[src/core/modem_dma_pkg.sv]
/*
   shared constants and carrier types for the modem input, isochronous clock
   and dma ready block of a four channel uart.
   assumes an apb slave at 32 bit data, one aligned word per register.
*/
package modem_dma_pkg;

   localparam int CHANNELS = 4;
   localparam int ADDR_W = 8;

   // register byte offsets
   localparam logic [ADDR_W-1:0] MSR_BASE = 8'h00;
   localparam logic [ADDR_W-1:0] CKS_BASE = 8'h10;
   localparam logic [ADDR_W-1:0] CTRL_ADDR = 8'h20;
   localparam logic [ADDR_W-1:0] INT_STATUS_ADDR = 8'h24;
   localparam logic [ADDR_W-1:0] INT_MASK_ADDR = 8'h28;
   localparam logic [ADDR_W-1:0] BLOCK_MASK = 8'hF0;
   localparam logic [ADDR_W-1:0] INDEX_MASK = 8'h0C;
   localparam int INDEX_LSB = 2;

   // modem status register bit positions
   localparam int MSR_CTS_BIT = 4;
   localparam int MSR_DSR_BIT = 5;
   localparam int MSR_RI_BIT = 6;
   localparam int MSR_DCD_BIT = 7;

   // clock select field
   localparam int CKS_W = 8;
   localparam logic [1:0] CKS_RX_EXT = 2'h1;
   localparam int CKS_TX_EXT_BIT = 6;
   localparam logic [CKS_W-1:0] CKS_RESET = 8'h00;

   // control register fields
   localparam int CTRL_W = 12;
   localparam int CTRL_DSR_EN_LSB = 0;
   localparam int CTRL_CTS_EN_LSB = 4;
   localparam int CTRL_DMA_MODE_LSB = 8;
   localparam logic [CTRL_W-1:0] CTRL_RESET = 12'h000;

   // interrupt status / mask layout
   localparam int INT_W = 8;
   localparam int INT_MODEM_LSB = 0;
   localparam int INT_HALT_LSB = 4;
   localparam logic [INT_W-1:0] INT_RESET = 8'h00;

   localparam logic [31:0] RDATA_ZERO = 32'h00000000;

   typedef enum logic [1:0]
   {
      FLOW_RUN = 2'b00,
      FLOW_DRAIN = 2'b01,
      FLOW_HALT = 2'b10
   } flow_state_t;

   // modem pins, all active low, one bit per channel
   typedef struct packed
   {
      logic [CHANNELS-1:0] clear_to_send_n;
      logic [CHANNELS-1:0] data_set_ready_n;
      logic [CHANNELS-1:0] carrier_detect_n;
      logic [CHANNELS-1:0] ring_indicator_n;
   } modem_pins_t;

   localparam int MODEM_W = 4 * CHANNELS;
   localparam logic [MODEM_W-1:0] MODEM_IDLE = 16'hFFFF;

   // levels from the uart core, active high
   typedef struct packed
   {
      logic [CHANNELS-1:0] tx_busy;
      logic [CHANNELS-1:0] flow_char_pending;
      logic [CHANNELS-1:0] baud_tick;
      logic [CHANNELS-1:0] tx_dma_single;
      logic [CHANNELS-1:0] tx_dma_multi;
      logic [CHANNELS-1:0] rx_dma_single;
      logic [CHANNELS-1:0] rx_dma_multi;
   } core_in_t;

   typedef struct packed
   {
      logic [CHANNELS-1:0] tx_go;
      logic [CHANNELS-1:0] tx_clk_tick;
      logic [CHANNELS-1:0] rx_clk_tick;
   } core_out_t;

   typedef struct packed
   {
      logic [CHANNELS-1:0] tx_dma_ready_n;
      logic [CHANNELS-1:0] rx_dma_ready_n;
      logic tx_dma_ready_all_n;
      logic rx_dma_ready_all_n;
   } dma_pins_t;

endpackage

[src/core/pin_sync.sv]
/*
   two flip-flop synchroniser for a vector of asynchronous pin levels.
   assumes each bit is an independent level; no bus coherence is given.
*/
`timescale 1ns/1ps
module pin_sync
#(
   parameter int WIDTH = 16,
   parameter logic [WIDTH-1:0] IDLE = '1
)
(
   input wire logic pclk,
   input wire logic presetn,
   input wire logic [WIDTH-1:0] pin_async,
   output logic [WIDTH-1:0] pin_sync_ff
);

   typedef struct packed
   {
      logic [WIDTH-1:0] meta;
      logic [WIDTH-1:0] stable;
   } sync_state_t;

   sync_state_t state_ff;
   sync_state_t nxt_state;

   // first stage feeds only the second stage
   always_comb
   begin
      nxt_state.meta = pin_async;
      nxt_state.stable = state_ff.meta;
   end

   always_ff @(posedge pclk or negedge presetn)
   begin
      if (!presetn)
      begin
         state_ff <= {IDLE, IDLE};
      end
      else
      begin
         state_ff <= nxt_state;
      end
   end

   assign pin_sync_ff = state_ff.stable;

endmodule

[src/core/modem_dma_block.sv]
/*
   modem status inputs, flow control gating, isochronous clock pin selection
   and dma ready outputs for four uart channels, with an apb register slave.
   assumes the uart core starts a character only while tx_go is high and
   raises tx_busy for the whole character; pins are asynchronous to pclk.
   assumes a pin used as a clock stays high and low for two pclk at least;
   such a pin sets its modem change bit on every edge, so software masks
   that bit while the clock runs. a status read clears every bit set at its
   completing edge, one set a cycle after the data was taken included.
*/
`timescale 1ns/1ps

// Function
// RL1: dsr autoflow on and dsr deasserted: finish current character, then idle until reasserted.
// RL2: in-band flow characters still go out while dsr autoflow holds the transmitter.
// RL3: data-set-ready pin state shows in modem status bit 5.
// RL4: carrier-detect pin state shows in modem status bit 7.
// RL5: ring-indicator pin state shows in modem status bit 6.
// RL6: every modem input readable as a general-purpose input via status bits.
// RL7: clock select low bits 01 take receive clock from the dsr pin.
// RL8: clock select bit 6 takes transmit clock from ring pin, receiver indirectly.
// RL9: ring pin can serve as 1x clock for both transmitter and receiver.
// RL10: each channel drives its own active-low transmit dma ready output.
// RL11: combined active-low transmit dma ready asserts when any channel's does.
// RL12: each channel drives its own active-low receive dma ready output.
// RL13: combined active-low receive dma ready asserts when any channel's does.
// RL14: dma ready outputs offer two selectable signalling modes.
// RL15: cts autoflow likewise stops after current character; cts shows in status bit 4.
// RL16: all modem inputs pass a two-stage synchroniser before any use.
module modem_dma_block
(
   input wire logic pclk,
   input wire logic presetn,
   input wire logic psel,
   input wire logic penable,
   input wire logic pwrite,
   input wire logic [modem_dma_pkg::ADDR_W-1:0] paddr,
   input wire logic [31:0] pwdata,
   output logic [31:0] prdata,
   output logic pready,
   output logic pslverr,
   output logic irq,
   input wire modem_dma_pkg::modem_pins_t modem_pins_n,
   input wire modem_dma_pkg::core_in_t core_in,
   output modem_dma_pkg::core_out_t core_out,
   output modem_dma_pkg::dma_pins_t dma_pins
);

   localparam int CH = modem_dma_pkg::CHANNELS;
   localparam int CKS_RX_W = $bits(modem_dma_pkg::CKS_RX_EXT);

   typedef struct packed
   {
      modem_dma_pkg::modem_pins_t prev;
      modem_dma_pkg::flow_state_t [CH-1:0] flow;
      logic [CH-1:0][modem_dma_pkg::CKS_W-1:0] clock_select_field;
      logic [modem_dma_pkg::CTRL_W-1:0] ctrl;
      logic [modem_dma_pkg::INT_W-1:0] int_status;
      logic [modem_dma_pkg::INT_W-1:0] int_mask;
      logic irq;
      logic pready;
      logic pslverr;
      logic [31:0] prdata;
      modem_dma_pkg::core_out_t core_out;
      modem_dma_pkg::dma_pins_t dma;
   } block_state_t;

   block_state_t state_ff;
   block_state_t nxt_state;
   modem_dma_pkg::modem_pins_t pins_sync;

   // every modem pin synchronised before flow, clocks or status see it
   pin_sync
   #(
      .WIDTH(modem_dma_pkg::MODEM_W),
      .IDLE(modem_dma_pkg::MODEM_IDLE)
   )
   u_pin_sync
   (
      .pclk(pclk),
      .presetn(presetn),
      .pin_async(modem_pins_n),
      .pin_sync_ff(pins_sync)
   ); // see RL16

   always_comb
   begin
      logic setup_done;
      logic access_end;
      logic is_read;
      logic [modem_dma_pkg::ADDR_W-1:0] base;
      logic [1:0] idx;
      logic mapped;
      logic [31:0] rd;
      logic [CH-1:0] stop;
      logic [CH-1:0] modem_change;
      logic [CH-1:0] halt_entry;
      logic [CH-1:0] dsr_rise;
      logic [CH-1:0] ri_rise;
      logic [CH-1:0] rx_from_dsr;
      logic [CH-1:0] tick_from_ring;
      logic [CH-1:0] tx_req;
      logic [CH-1:0] rx_req;
      logic [modem_dma_pkg::INT_W-1:0] int_set;
      logic [modem_dma_pkg::INT_W-1:0] int_clr;
      logic [CH-1:0] dsr_en;
      logic [CH-1:0] cts_en;
      logic [CH-1:0] dma_mode;

      nxt_state = state_ff;
      setup_done = psel && penable && !state_ff.pready;
      access_end = psel && penable && state_ff.pready;
      is_read = !pwrite;
      base = paddr & modem_dma_pkg::BLOCK_MASK;
      idx = paddr[modem_dma_pkg::INDEX_LSB +: 2];
      mapped = 1'b0;
      rd = modem_dma_pkg::RDATA_ZERO;
      stop = '0;
      modem_change = '0;
      halt_entry = '0;
      dsr_rise = '0;
      ri_rise = '0;
      rx_from_dsr = '0;
      tick_from_ring = '0;
      tx_req = '0;
      rx_req = '0;
      int_set = modem_dma_pkg::INT_RESET;
      int_clr = modem_dma_pkg::INT_RESET;
      dsr_en = state_ff.ctrl[modem_dma_pkg::CTRL_DSR_EN_LSB +: CH];
      cts_en = state_ff.ctrl[modem_dma_pkg::CTRL_CTS_EN_LSB +: CH];
      dma_mode = state_ff.ctrl[modem_dma_pkg::CTRL_DMA_MODE_LSB +: CH];

      // third stage feeds only edge and change detection
      nxt_state.prev = pins_sync;

      // per channel: flow gating, clock picks and dma pins
      for (int c = 0; c < CH; c++)
      begin
         // either autoflow source stops new characters
         stop[c] = (dsr_en[c] && pins_sync.data_set_ready_n[c])
            || (cts_en[c] && pins_sync.clear_to_send_n[c]); // see RL1 see RL15
         case (state_ff.flow[c])
            modem_dma_pkg::FLOW_RUN:
            begin
               if (stop[c])
               begin
                  halt_entry[c] = 1'b1;
                  // character on the line is never cut short
                  if (core_in.tx_busy[c])
                  begin
                     nxt_state.flow[c] = modem_dma_pkg::FLOW_DRAIN; // see RL1
                  end
                  else
                  begin
                     nxt_state.flow[c] = modem_dma_pkg::FLOW_HALT;
                  end
               end
            end
            modem_dma_pkg::FLOW_DRAIN:
            begin
               if (!stop[c])
               begin
                  nxt_state.flow[c] = modem_dma_pkg::FLOW_RUN;
               end
               else if (!core_in.tx_busy[c])
               begin
                  nxt_state.flow[c] = modem_dma_pkg::FLOW_HALT; // see RL1 see RL15
               end
            end
            modem_dma_pkg::FLOW_HALT:
            begin
               if (!stop[c])
               begin
                  nxt_state.flow[c] = modem_dma_pkg::FLOW_RUN;
               end
            end
            default:
            begin
               nxt_state.flow[c] = modem_dma_pkg::FLOW_RUN;
            end
         endcase
         // flow characters bypass the hold
         nxt_state.core_out.tx_go[c] = (nxt_state.flow[c] == modem_dma_pkg::FLOW_RUN)
            || core_in.flow_char_pending[c]; // see RL2

         modem_change[c] = (pins_sync.clear_to_send_n[c] != state_ff.prev.clear_to_send_n[c])
            || (pins_sync.data_set_ready_n[c] != state_ff.prev.data_set_ready_n[c])
            || (pins_sync.carrier_detect_n[c] != state_ff.prev.carrier_detect_n[c])
            || (pins_sync.ring_indicator_n[c] != state_ff.prev.ring_indicator_n[c]);

         // pin clocks must stay below pclk / 4 to be seen edge by edge
         dsr_rise[c] = pins_sync.data_set_ready_n[c] && !state_ff.prev.data_set_ready_n[c];
         ri_rise[c] = pins_sync.ring_indicator_n[c] && !state_ff.prev.ring_indicator_n[c];
         tick_from_ring[c] = state_ff.clock_select_field[c][modem_dma_pkg::CKS_TX_EXT_BIT];
         rx_from_dsr[c] = state_ff.clock_select_field[c][CKS_RX_W-1:0] == modem_dma_pkg::CKS_RX_EXT;
         if (tick_from_ring[c])
         begin
            nxt_state.core_out.tx_clk_tick[c] = ri_rise[c]; // see RL8 see RL9
         end
         else
         begin
            nxt_state.core_out.tx_clk_tick[c] = core_in.baud_tick[c];
         end
         if (rx_from_dsr[c])
         begin
            nxt_state.core_out.rx_clk_tick[c] = dsr_rise[c]; // see RL7
         end
         else if (tick_from_ring[c])
         begin
            nxt_state.core_out.rx_clk_tick[c] = ri_rise[c]; // see RL8 see RL9
         end
         else
         begin
            nxt_state.core_out.rx_clk_tick[c] = core_in.baud_tick[c];
         end

         // mode picks which core request drives the pin
         tx_req[c] = dma_mode[c] ? core_in.tx_dma_multi[c] : core_in.tx_dma_single[c]; // see RL14
         rx_req[c] = dma_mode[c] ? core_in.rx_dma_multi[c] : core_in.rx_dma_single[c]; // see RL14
         nxt_state.dma.tx_dma_ready_n[c] = !tx_req[c]; // see RL10
         nxt_state.dma.rx_dma_ready_n[c] = !rx_req[c]; // see RL12
      end

      // combined pins from the same requests, so they never lag a channel pin
      nxt_state.dma.tx_dma_ready_all_n = !(|tx_req); // see RL11
      nxt_state.dma.rx_dma_ready_all_n = !(|rx_req); // see RL13

      int_set[modem_dma_pkg::INT_MODEM_LSB +: CH] = modem_change;
      int_set[modem_dma_pkg::INT_HALT_LSB +: CH] = halt_entry;

      // read data captured one cycle into the access phase
      if (base == modem_dma_pkg::MSR_BASE)
      begin
         mapped = 1'b1;
         rd[modem_dma_pkg::MSR_CTS_BIT] = !pins_sync.clear_to_send_n[idx]; // see RL15
         rd[modem_dma_pkg::MSR_DSR_BIT] = !pins_sync.data_set_ready_n[idx]; // see RL3 see RL6
         rd[modem_dma_pkg::MSR_RI_BIT] = !pins_sync.ring_indicator_n[idx]; // see RL5 see RL6
         rd[modem_dma_pkg::MSR_DCD_BIT] = !pins_sync.carrier_detect_n[idx]; // see RL4 see RL6
      end
      else if (base == modem_dma_pkg::CKS_BASE)
      begin
         mapped = 1'b1;
         rd[modem_dma_pkg::CKS_W-1:0] = state_ff.clock_select_field[idx];
      end
      else if (paddr == modem_dma_pkg::CTRL_ADDR)
      begin
         mapped = 1'b1;
         rd[modem_dma_pkg::CTRL_W-1:0] = state_ff.ctrl;
      end
      else if (paddr == modem_dma_pkg::INT_STATUS_ADDR)
      begin
         mapped = 1'b1;
         rd[modem_dma_pkg::INT_W-1:0] = state_ff.int_status;
      end
      else if (paddr == modem_dma_pkg::INT_MASK_ADDR)
      begin
         mapped = 1'b1;
         rd[modem_dma_pkg::INT_W-1:0] = state_ff.int_mask;
      end
      // a misaligned byte offset is treated as unmapped
      if ((paddr & ~(modem_dma_pkg::BLOCK_MASK | modem_dma_pkg::INDEX_MASK)) != '0)
      begin
         mapped = 1'b0;
      end
      if (!mapped)
      begin
         rd = modem_dma_pkg::RDATA_ZERO;
      end

      // one wait state: pready rises after the first access cycle
      if (setup_done)
      begin
         nxt_state.pready = 1'b1;
         nxt_state.pslverr = !mapped;
         nxt_state.prdata = is_read ? rd : modem_dma_pkg::RDATA_ZERO;
      end
      else
      begin
         nxt_state.pready = 1'b0;
         nxt_state.pslverr = 1'b0;
         nxt_state.prdata = modem_dma_pkg::RDATA_ZERO;
      end

      // writes and read side effects land on the completing edge only
      if (access_end && mapped && pwrite)
      begin
         if (base == modem_dma_pkg::CKS_BASE)
         begin
            nxt_state.clock_select_field[idx] = pwdata[modem_dma_pkg::CKS_W-1:0];
         end
         else if (paddr == modem_dma_pkg::CTRL_ADDR)
         begin
            nxt_state.ctrl = pwdata[modem_dma_pkg::CTRL_W-1:0];
         end
         else if (paddr == modem_dma_pkg::INT_MASK_ADDR)
         begin
            nxt_state.int_mask = pwdata[modem_dma_pkg::INT_W-1:0];
         end
      end
      if (access_end && is_read && paddr == modem_dma_pkg::INT_STATUS_ADDR)
      begin
         int_clr = state_ff.int_status;
      end
      // an event in the clearing cycle survives
      nxt_state.int_status = (state_ff.int_status & ~int_clr) | int_set;
      nxt_state.irq = |(nxt_state.int_status & nxt_state.int_mask);
   end

   always_ff @(posedge pclk or negedge presetn)
   begin
      if (!presetn)
      begin
         state_ff.prev <= modem_dma_pkg::MODEM_IDLE;
         // synchroniser idles high as well, so release makes no change event
         for (int c = 0; c < CH; c++)
         begin
            state_ff.flow[c] <= modem_dma_pkg::FLOW_RUN;
            state_ff.clock_select_field[c] <= modem_dma_pkg::CKS_RESET;
         end
         state_ff.ctrl <= modem_dma_pkg::CTRL_RESET;
         state_ff.int_status <= modem_dma_pkg::INT_RESET;
         state_ff.int_mask <= modem_dma_pkg::INT_RESET;
         state_ff.irq <= 1'b0;
         state_ff.pready <= 1'b0;
         state_ff.pslverr <= 1'b0;
         state_ff.prdata <= modem_dma_pkg::RDATA_ZERO;
         state_ff.core_out <= '0;
         state_ff.dma <= '1;
      end
      else
      begin
         state_ff <= nxt_state;
      end
   end

   assign prdata = state_ff.prdata;
   assign pready = state_ff.pready;
   assign pslverr = state_ff.pslverr;
   assign irq = state_ff.irq;
   assign core_out = state_ff.core_out;
   assign dma_pins = state_ff.dma;

endmodule

[config.mk]
export PLATFORM = sky130hd
export DESIGN_NAME = modem_dma_block
export DESIGN_NICKNAME = d
export VERILOG_FILES = /design/src/core/modem_dma_pkg.sv /design/src/core/pin_sync.sv /design/src/core/modem_dma_block.sv
export SDC_FILE = /design/constraint.sdc
export NUM_CORES = 1
export LEC_CHECK = 0
export ABC_AREA = 1
export ABC_CLOCK_PERIOD_IN_PS = 1600
export BUFFER_PORTS_ARGS = -buffer_cell sky130_fd_sc_hd__buf_2
export CORE_MARGIN = 8
export CORE_UTILIZATION = 40
export DETAILED_ROUTE_END_ITERATION = 12
export PLACE_DENSITY = 0.64
export SETUP_SLACK_MARGIN = 0.02
export SLEW_MARGIN = 10
export SYNTH_ARGS = -nofsm -noshare
export SYNTH_HDL_FRONTEND = slang
export SYNTH_SLANG_ARGS = --single-unit
[constraint.sdc]
create_clock -name pclk -period 1.6 [get_ports pclk]
set_clock_uncertainty 0.1 [all_clocks]
set_input_delay 0.16 -clock pclk [delete_from_list [all_inputs] [get_ports pclk]]
set_output_delay 0.16 -clock pclk [all_outputs]
set_load 0.01 [all_outputs]
==> results of run 1 <==
-- sequential cells by signal, indices dropped and copies added, names as in the netlist --
| register | flops |
|---|---|
| prdata | 12 |
| dma_pins | 10 |
| u_pin_sync.pin_sync_ff | 16 |
| state_ff | 84 |
| core_out | 12 |
| u_pin_sync.nxt_state | 16 |
| pready | 1 |
| irq | 1 |
| pslverr | 1 |
-- layout make-up --
class                           instances  share of cell area [%]
Clock buffer                           17                    4.52
Clock inverter                         15                    1.40
Inverter                               97                    3.90
Multi-Input combinational cell        396                    26.7
Sequential cell                       153                    41.5
Tap cell                              220                    2.92
Timing Repair Buffer                  238                    19.1
-- final timing paths --
check,end,slack [ns],cells past startpoint
worst max-delay path,state_ff[101],-0.15,8
worst min-delay path,pslverr,0.05,5
worst max register to register,state_ff[101],-0.15,8
worst min register to register,u_pin_sync.pin_sync_ff[15],0.25,0
max in group asynchronous,u_pin_sync.nxt_state[2],0.63,3
min in group asynchronous,core_out[8],0.14,2
-- layout by cell type (no fill, tap or decap), types with 10 or more instances in the layout --
master         instances
buf_2                103
buf_4                 66
buf_6                 10
clkbuf_16             17
conb_1                20
dfrtp_1               93
dfstp_2               58
dlygate4sd3_1         50
inv_1                 91
nand2_1              113
nand2_2               12
nand3_1               16
nor2_1                25
nor2_4                11
o21ai_0               37
o21ai_1               30
o21ai_2               19
o22ai_1               20
-- routing by layer --
layer | part of all wire [%] | vias up
li1 | - | 2593
met1 | 42 | 2543
met2 | 50 | 169
met3 | 5.7 | 40
met4 | 2.5 | 0
met5 | 0 | -
-- cells by family (layout without fill, tap and decap cells) --
kind of cell	after synthesis	after routing	synth area share (%)
simple gates	217	221	15.3
buf+inv	163	367	12.5
flops	153	153	57.2
compound gates	131	131	11.0
mux	16	16	2.50
fa+ha+maj	8	8	1.47
other cells	1	20	0.0550
-- power groups by stage --
| stage | sequential [mW] | combinational (mW) | clock [mW] |
|---|---|---|---|
| after global placement | 4.12 | 0.593 | 0 |
| after CTS | 4.05 | 0.700 | 3.87 |
| after global routing | 4.06 | 0.805 | 4.04 |
| after detailed placement | 4.12 | 0.597 | 0 |
| after floorplan | 4.11 | 0.286 | 0 |
| final | 4.05 | 0.733 | 3.79 |
-- critical path, cell delays in order (launching register included) --
cell,delay (ns)
dfrtp_1,0.39
nand3_2,0.14
nor2_4,0.17
nand3_4,0.12
nor2_8,0.28
buf_6,0.16
nand2_8,0.11
nand2_4,0.12
o21ai_2,0.05
-- metrics by stage --
step,area [sq um],std cells,power [mW],util [%]
global placement,7810,1035,4.71,46.9
CTS,8910,1118,8.63,53.5
finish,9410,1136,8.58,56.6
floorplan,6900,708,4.40,-
global route,9410,1136,8.90,56.6
detailed placement,7810,1035,4.71,46.9
-- timing repair --
action | in CTS | in global routing
cloned | 0 | 4
resized for setup | 9 | 83
buffers inserted | 0 | 15
hold buffers | 51 | 6
pin swaps | 1 | 28
hold endpoints to repair | 156 | 8
endpoints found under the setup margin | 7 | 50
==> impl_metrics.py, run 1 <==
metrics = {
    "global_route": {
        "grt_use_met1_pct": 20.2,
        "grt_util_met2_pct": 27.3,
        "grt_first_pass_wirelength_um": 27900,
        "met3_usage_pct": 4.05,
        "overflow": 0,
        "grt_use_total_pct": 16.3,
        "grt_max_degree": 51,
        "first_global_vias": 5416,
        "antenna_found_initial": 0,
        "grt.busiest_layer": "met2",
    },
    "setup_path": {
        "cp.required_ns": 1.82,
        "cp-start-kind": "flop",
        "crit_path_end_kind": "flop",
        "worst-setup-path-type": "reg -> reg",
        "crit_start": "pready",
        "crit_fanout": 8,
        "r2r_start": "pready",
        "arrival_ns": 1.97,
    },
    "sta": {
        "drv_slew": 0,
        "min_period_ns": 1.75,
        "slew_headroom_pct": 66.1,
        "timing.final.crit_share_pct": 110,
        "setup_tns_ns": -2.85,
        "rsz0062_at_grt": "yes",
        "setup_slack_ns": -0.153,
        "setup_viol": 31,
        "tightest_slew_ns": 0.508,
        "whs_ns": 0.0468,
        "hold_violations": 0,
        "timing.fmax_mhz": 570,
    },
    "finish": {
        "regArea_sq_um": 3900,
        "antenna_cells": 0,
        "syn2layout_area_growth_pct": 38.0,
        "nets": 1000,
        "drive_above_1_share_pct": 40.8,
        "multiInputGateArea_sq_um": 2510,
        "fillCellCount": 1416,
    },
    "floorplan": {
        "num_rows": 47,
        "die-area_sq_um": 21500,
        "start_util_pct": 41.0,
        "die-width_um": 147,
        "ios": 146,
        "core_area_sq_um": 16600,
        "die_h_um": 147,
    },
    "routing": {
        "drcViolationCount": 0,
        "vias_per_cell": 4.71,
        "dr.pass1.iters": 5,
        "ant_nets": 0,
        "vias": 5345,
        "totalWireLength_um": 18300,
        "wl_per_cell_um": 16.2,
        "drtIter0Drc": 365,
    },
    "worst_hold_path": {
        "hold_class": "in -> reg",
        "worstHoldStart": "psel",
    },
    "placed_design": {
        "post-place-ws_ns": -0.233,
        "portBuffers": 105,
        "gp_congestion": 0.883,
        "hpwl_um": 12700,
    },
    "clock_tree": {
        "tritoncts": "built",
        "insertion_delay_ns": 0.43,
        "cts_sinks": 153,
        "cts_max_path_buffers": 2,
        "cts_max_level": 4,
        "clk_pin_slew_ns": 0.06,
        "numCtsBuffers": 17,
        "cts_root_buffer": "clkbuf_16",
    },
    "pwr": {
        "internal_power_mw": 6.39,
        "switchingPower_mw": 2.19,
        "clkPwrFrac_pct": 44.2,
        "p_seq_share_pct": 47.2,
        "power_switching_share_pct": 25.6,
        "powerDensity_nw_per_um2": 912,
        "leakage_nw": 4.58,
        "ir_worst_vdd_v": 0.000797,
        "power_frac_comb_pct": 8.5,
    },
    "synthesis": {
        "ys.flop_type": "dfrtp_1",
        "yosysWarnings": 0,
        "synthTopCellsByArea": "dfrtp_1 35%, dfstp_2 22%, nand2_1 7.1%",
        "synth_seq_cells": 153,
        "synth-async-reset-ratio_pct": 100,
        "syn_avg_cell_area_sq_um": 9.90,
        "yosysTopAreaCell": "dfrtp_1",
        "synthTopCellsByCount": "129 x nand2_1, 96 x inv_1, 95 x dfrtp_1, 58 x dfstp_2, 54 x buf_4",
        "synth_area_sq_um": 6820,
        "synth_cell_types": 43,
        "synth_top_area_share_pct": 34.9,
        "synthCells": 689,
        "ys_seq_area_share_pct": 57.2,
        "synth_edf_count": 0,
        "synth_most_common_cell": "nand2_1",
    },
    "outcome": {
        "status": "complete, but fails checks",
        "violations": "negative setup slack",
    },
    "job": {
        "maxCapViolations": 0,
    },
}
Note: power is estimated with default switching activity, not from simulation.
==> run 2, diff against run 1 <==
--- a/config.mk
+++ b/config.mk
@@ -9,9 +9,9 @@
 export ABC_CLOCK_PERIOD_IN_PS = 1600
 export BUFFER_PORTS_ARGS = -buffer_cell sky130_fd_sc_hd__buf_2
 export CORE_MARGIN = 8
-export CORE_UTILIZATION = 40
+export CORE_UTILIZATION = 49
 export DETAILED_ROUTE_END_ITERATION = 12
-export PLACE_DENSITY = 0.64
+export PLACE_DENSITY = 0.76
 export SETUP_SLACK_MARGIN = 0.02
 export SLEW_MARGIN = 10
 export SYNTH_ARGS = -nofsm -noshare
==> run 2 against run 1 <==
Compared with the run above:
- the flow still finishes with violations (negative setup slack)
- utilization increased by 11 points
- critical endpoint is now irq
- clock-buffer cell count unchanged
- setup slack got worse by 0.021 ns
- critical path depth increased by 2
- largest power group unchanged
==> impl_metrics.py, run 2 (synthesized netlist as in run 1, its figures left out) <==
metrics = {
    "floorplan": {
        "die-area_sq_um": 18000,
        "start_util_pct": 49.7,
        "ios": 146,
        "die_h_um": 134,
        "die-width_um": 134,
        "num_rows": 43,
        "core_area_sq_um": 13700,
    },
    "setup_path": {
        "crit_fanout": 2,
        "crit_top_cell": "nand2_1",
        "worst-setup-path-type": "reg -> reg",
        "cp_num_buf_inv": 2,
        "arrival_ns": 1.98,
        "reg2reg_depth": 10,
        "cp.required_ns": 1.81,
        "crit_path_end_kind": "flop",
        "r2r_setup_slack_ns": -0.17,
        "cp.depth": 10,
        "cp_cell_sequence": "inv_1 -> ha_1 -> o211ai_1 -> nor3_1 -> buf_4 -> o21ai_2 -> nand3_1 -> nand2_1 -> nor2_1 -> nand2_1",
        "crit_family": "flip-flops",
        "cp_slowest_cell": "dfstp_2",
        "max_stage_delay_ns": 0.52,
        "cp-start-kind": "flop",
    },
    "placed_design": {
        "dpl_cell_area_sq_um": 7700,
        "gp_congestion": 0.890,
        "portBuffers": 105,
        "dp_cells": 989,
        "post-place-ws_ns": -0.296,
        "hpwl_um": 11900,
    },
    "finish": {
        "syn2layout_area_growth_pct": 36.6,
        "fillCellCount": 990,
        "final_core_util_pct": 67.9,
        "largest_reg_flops": 84,
        "final_area_sq_um": 9310,
        "drive_above_1_share_pct": 41.5,
        "instances_no_fill": 1088,
        "antenna_cells": 0,
        "nets": 992,
        "max_flop_register": "state_ff",
        "final_cell_mix": "104 x nand2_1, 104 x buf_2, 94 x inv_1",
    },
    "job": {
        "maxCapViolations": 0,
    },
    "sta": {
        "timing.final.crit_share_pct": 111,
        "timing.fmax_mhz": 564,
        "setup_slack_ns": -0.173,
        "drv_slew": 0,
        "min_period_ns": 1.77,
        "rsz0062_at_grt": "yes",
        "hold_violations": 0,
        "setup_viol": 34,
    },
    "global_route": {
        "grt_first_pass_wirelength_um": 27400,
        "first_global_vias": 5541,
        "grt_max_degree": 68,
        "grt_use_total_pct": 19.4,
        "antenna_found_initial": 0,
        "overflow": 0,
    },
    "pwr": {
        "ir_worst_vdd_v": 0.000582,
        "finalPower_mw": 8.73,
        "leakage_nw": 4.56,
        "powerDensity_nw_per_um2": 937,
    },
    "routing": {
        "drtIter0Drc": 448,
        "totalWireLength_um": 18500,
        "ant_nets": 0,
        "dr.pass1.iters": 5,
        "vias_per_cell": 5.07,
        "drcViolationCount": 0,
        "vias": 5515,
        "wl_per_cell_um": 17.0,
    },
    "clock_tree": {
        "tritoncts": "built",
        "cts_max_path_buffers": 2,
        "insertion_delay_ns": 0.43,
        "cts_max_level": 4,
        "clk_pin_slew_ns": 0.07,
        "cts_root_buffer": "clkbuf_16",
        "cts_sinks": 153,
        "numCtsBuffers": 17,
    },
    "outcome": {
        "status": "complete, but fails checks",
        "violations": "negative setup slack",
    },
    "worst_hold_path": {
        "hold_class": "in -> reg",
        "worstHoldPathCells": 4,
    },
}
## run 2: cell types whose count changed in the layout (fill, tap and decap cells not counted), moves of 3 or more
cell / before / now
buf_4: 66 / 57
nand2_2: 12 / 23
inv_1: 91 / 94
o21ai_1: 30 / 23
nor2_2: 4 / 8
o21ai_2: 19 / 24
nor2_4: 11 / 4
nand2_1: 113 / 104
nor2_1: 25 / 28
inv_8: 1 / 4
## run 2: what timing repair did
action / CTS / global route
hold endpoints to repair: 202 / 4
setup buffers: 0 / 12
hold buffers: 51 / 3
endpoints found under the setup margin: 15 / 51
resized for setup: 8 / 80
pin swaps: 5 / 14
cloned: 0 / 4
## run 2: tightest hold or removal path, delay by kind of cell
kind / cells / cell delay [ns]
buf+inv: 3 / 0.32
compound gates: 1 / 0.06
## run 2: report_power, final
group          internal, mW  switching, mW  total [mW]
clock                  2.21           1.72        3.93
combinational         0.330          0.412       0.742
sequential             4.01         0.0397        4.05
total                  6.55           2.17        8.73
## run 2: area by class of cell
class	count	area [sq um]	share of cell area, %
clock buffer	17	425	4.57
clock inverter	15	153	1.64
inverter	97	364	3.91
multi-input combinational	396	2510	26.9
sequential	153	3910	41.9
tap	180	225	2.42
timing repair buffer	230	1730	18.6
## run 2: final timing paths
check,from,end
max in group asynchronous,presetn,state_ff[137]
max reg2reg,state_ff[127],irq
min reg2reg,u_pin_sync.nxt_state[14],u_pin_sync.pin_sync_ff[14]
max,state_ff[127],irq
min,pwdata[0],state_ff[93]
min in group asynchronous,presetn,u_pin_sync.nxt_state[6]
## run 2: stage by stage
stage	hold WS (ns)	TNS, ns
after CTS	0.0339	-0.184
after global routing	0.0703	-5.64
final	0.0565	-3.34
after floorplan	-0.236	-0.191
after global placement	0.0342	-7.58
after detailed placement	0.0306	-10.95
## run 2: per-layer routing
layer / vias up / global-route usage [%] / wire, um
met5: - / 0 / 0
met3: 58 / 5.80 / 1440
met2: 282 / 32.4 / 9190
met4: 0 / 7.61 / 564
met1: 2607 / 23.0 / 7270
li1: 2568 / - / -
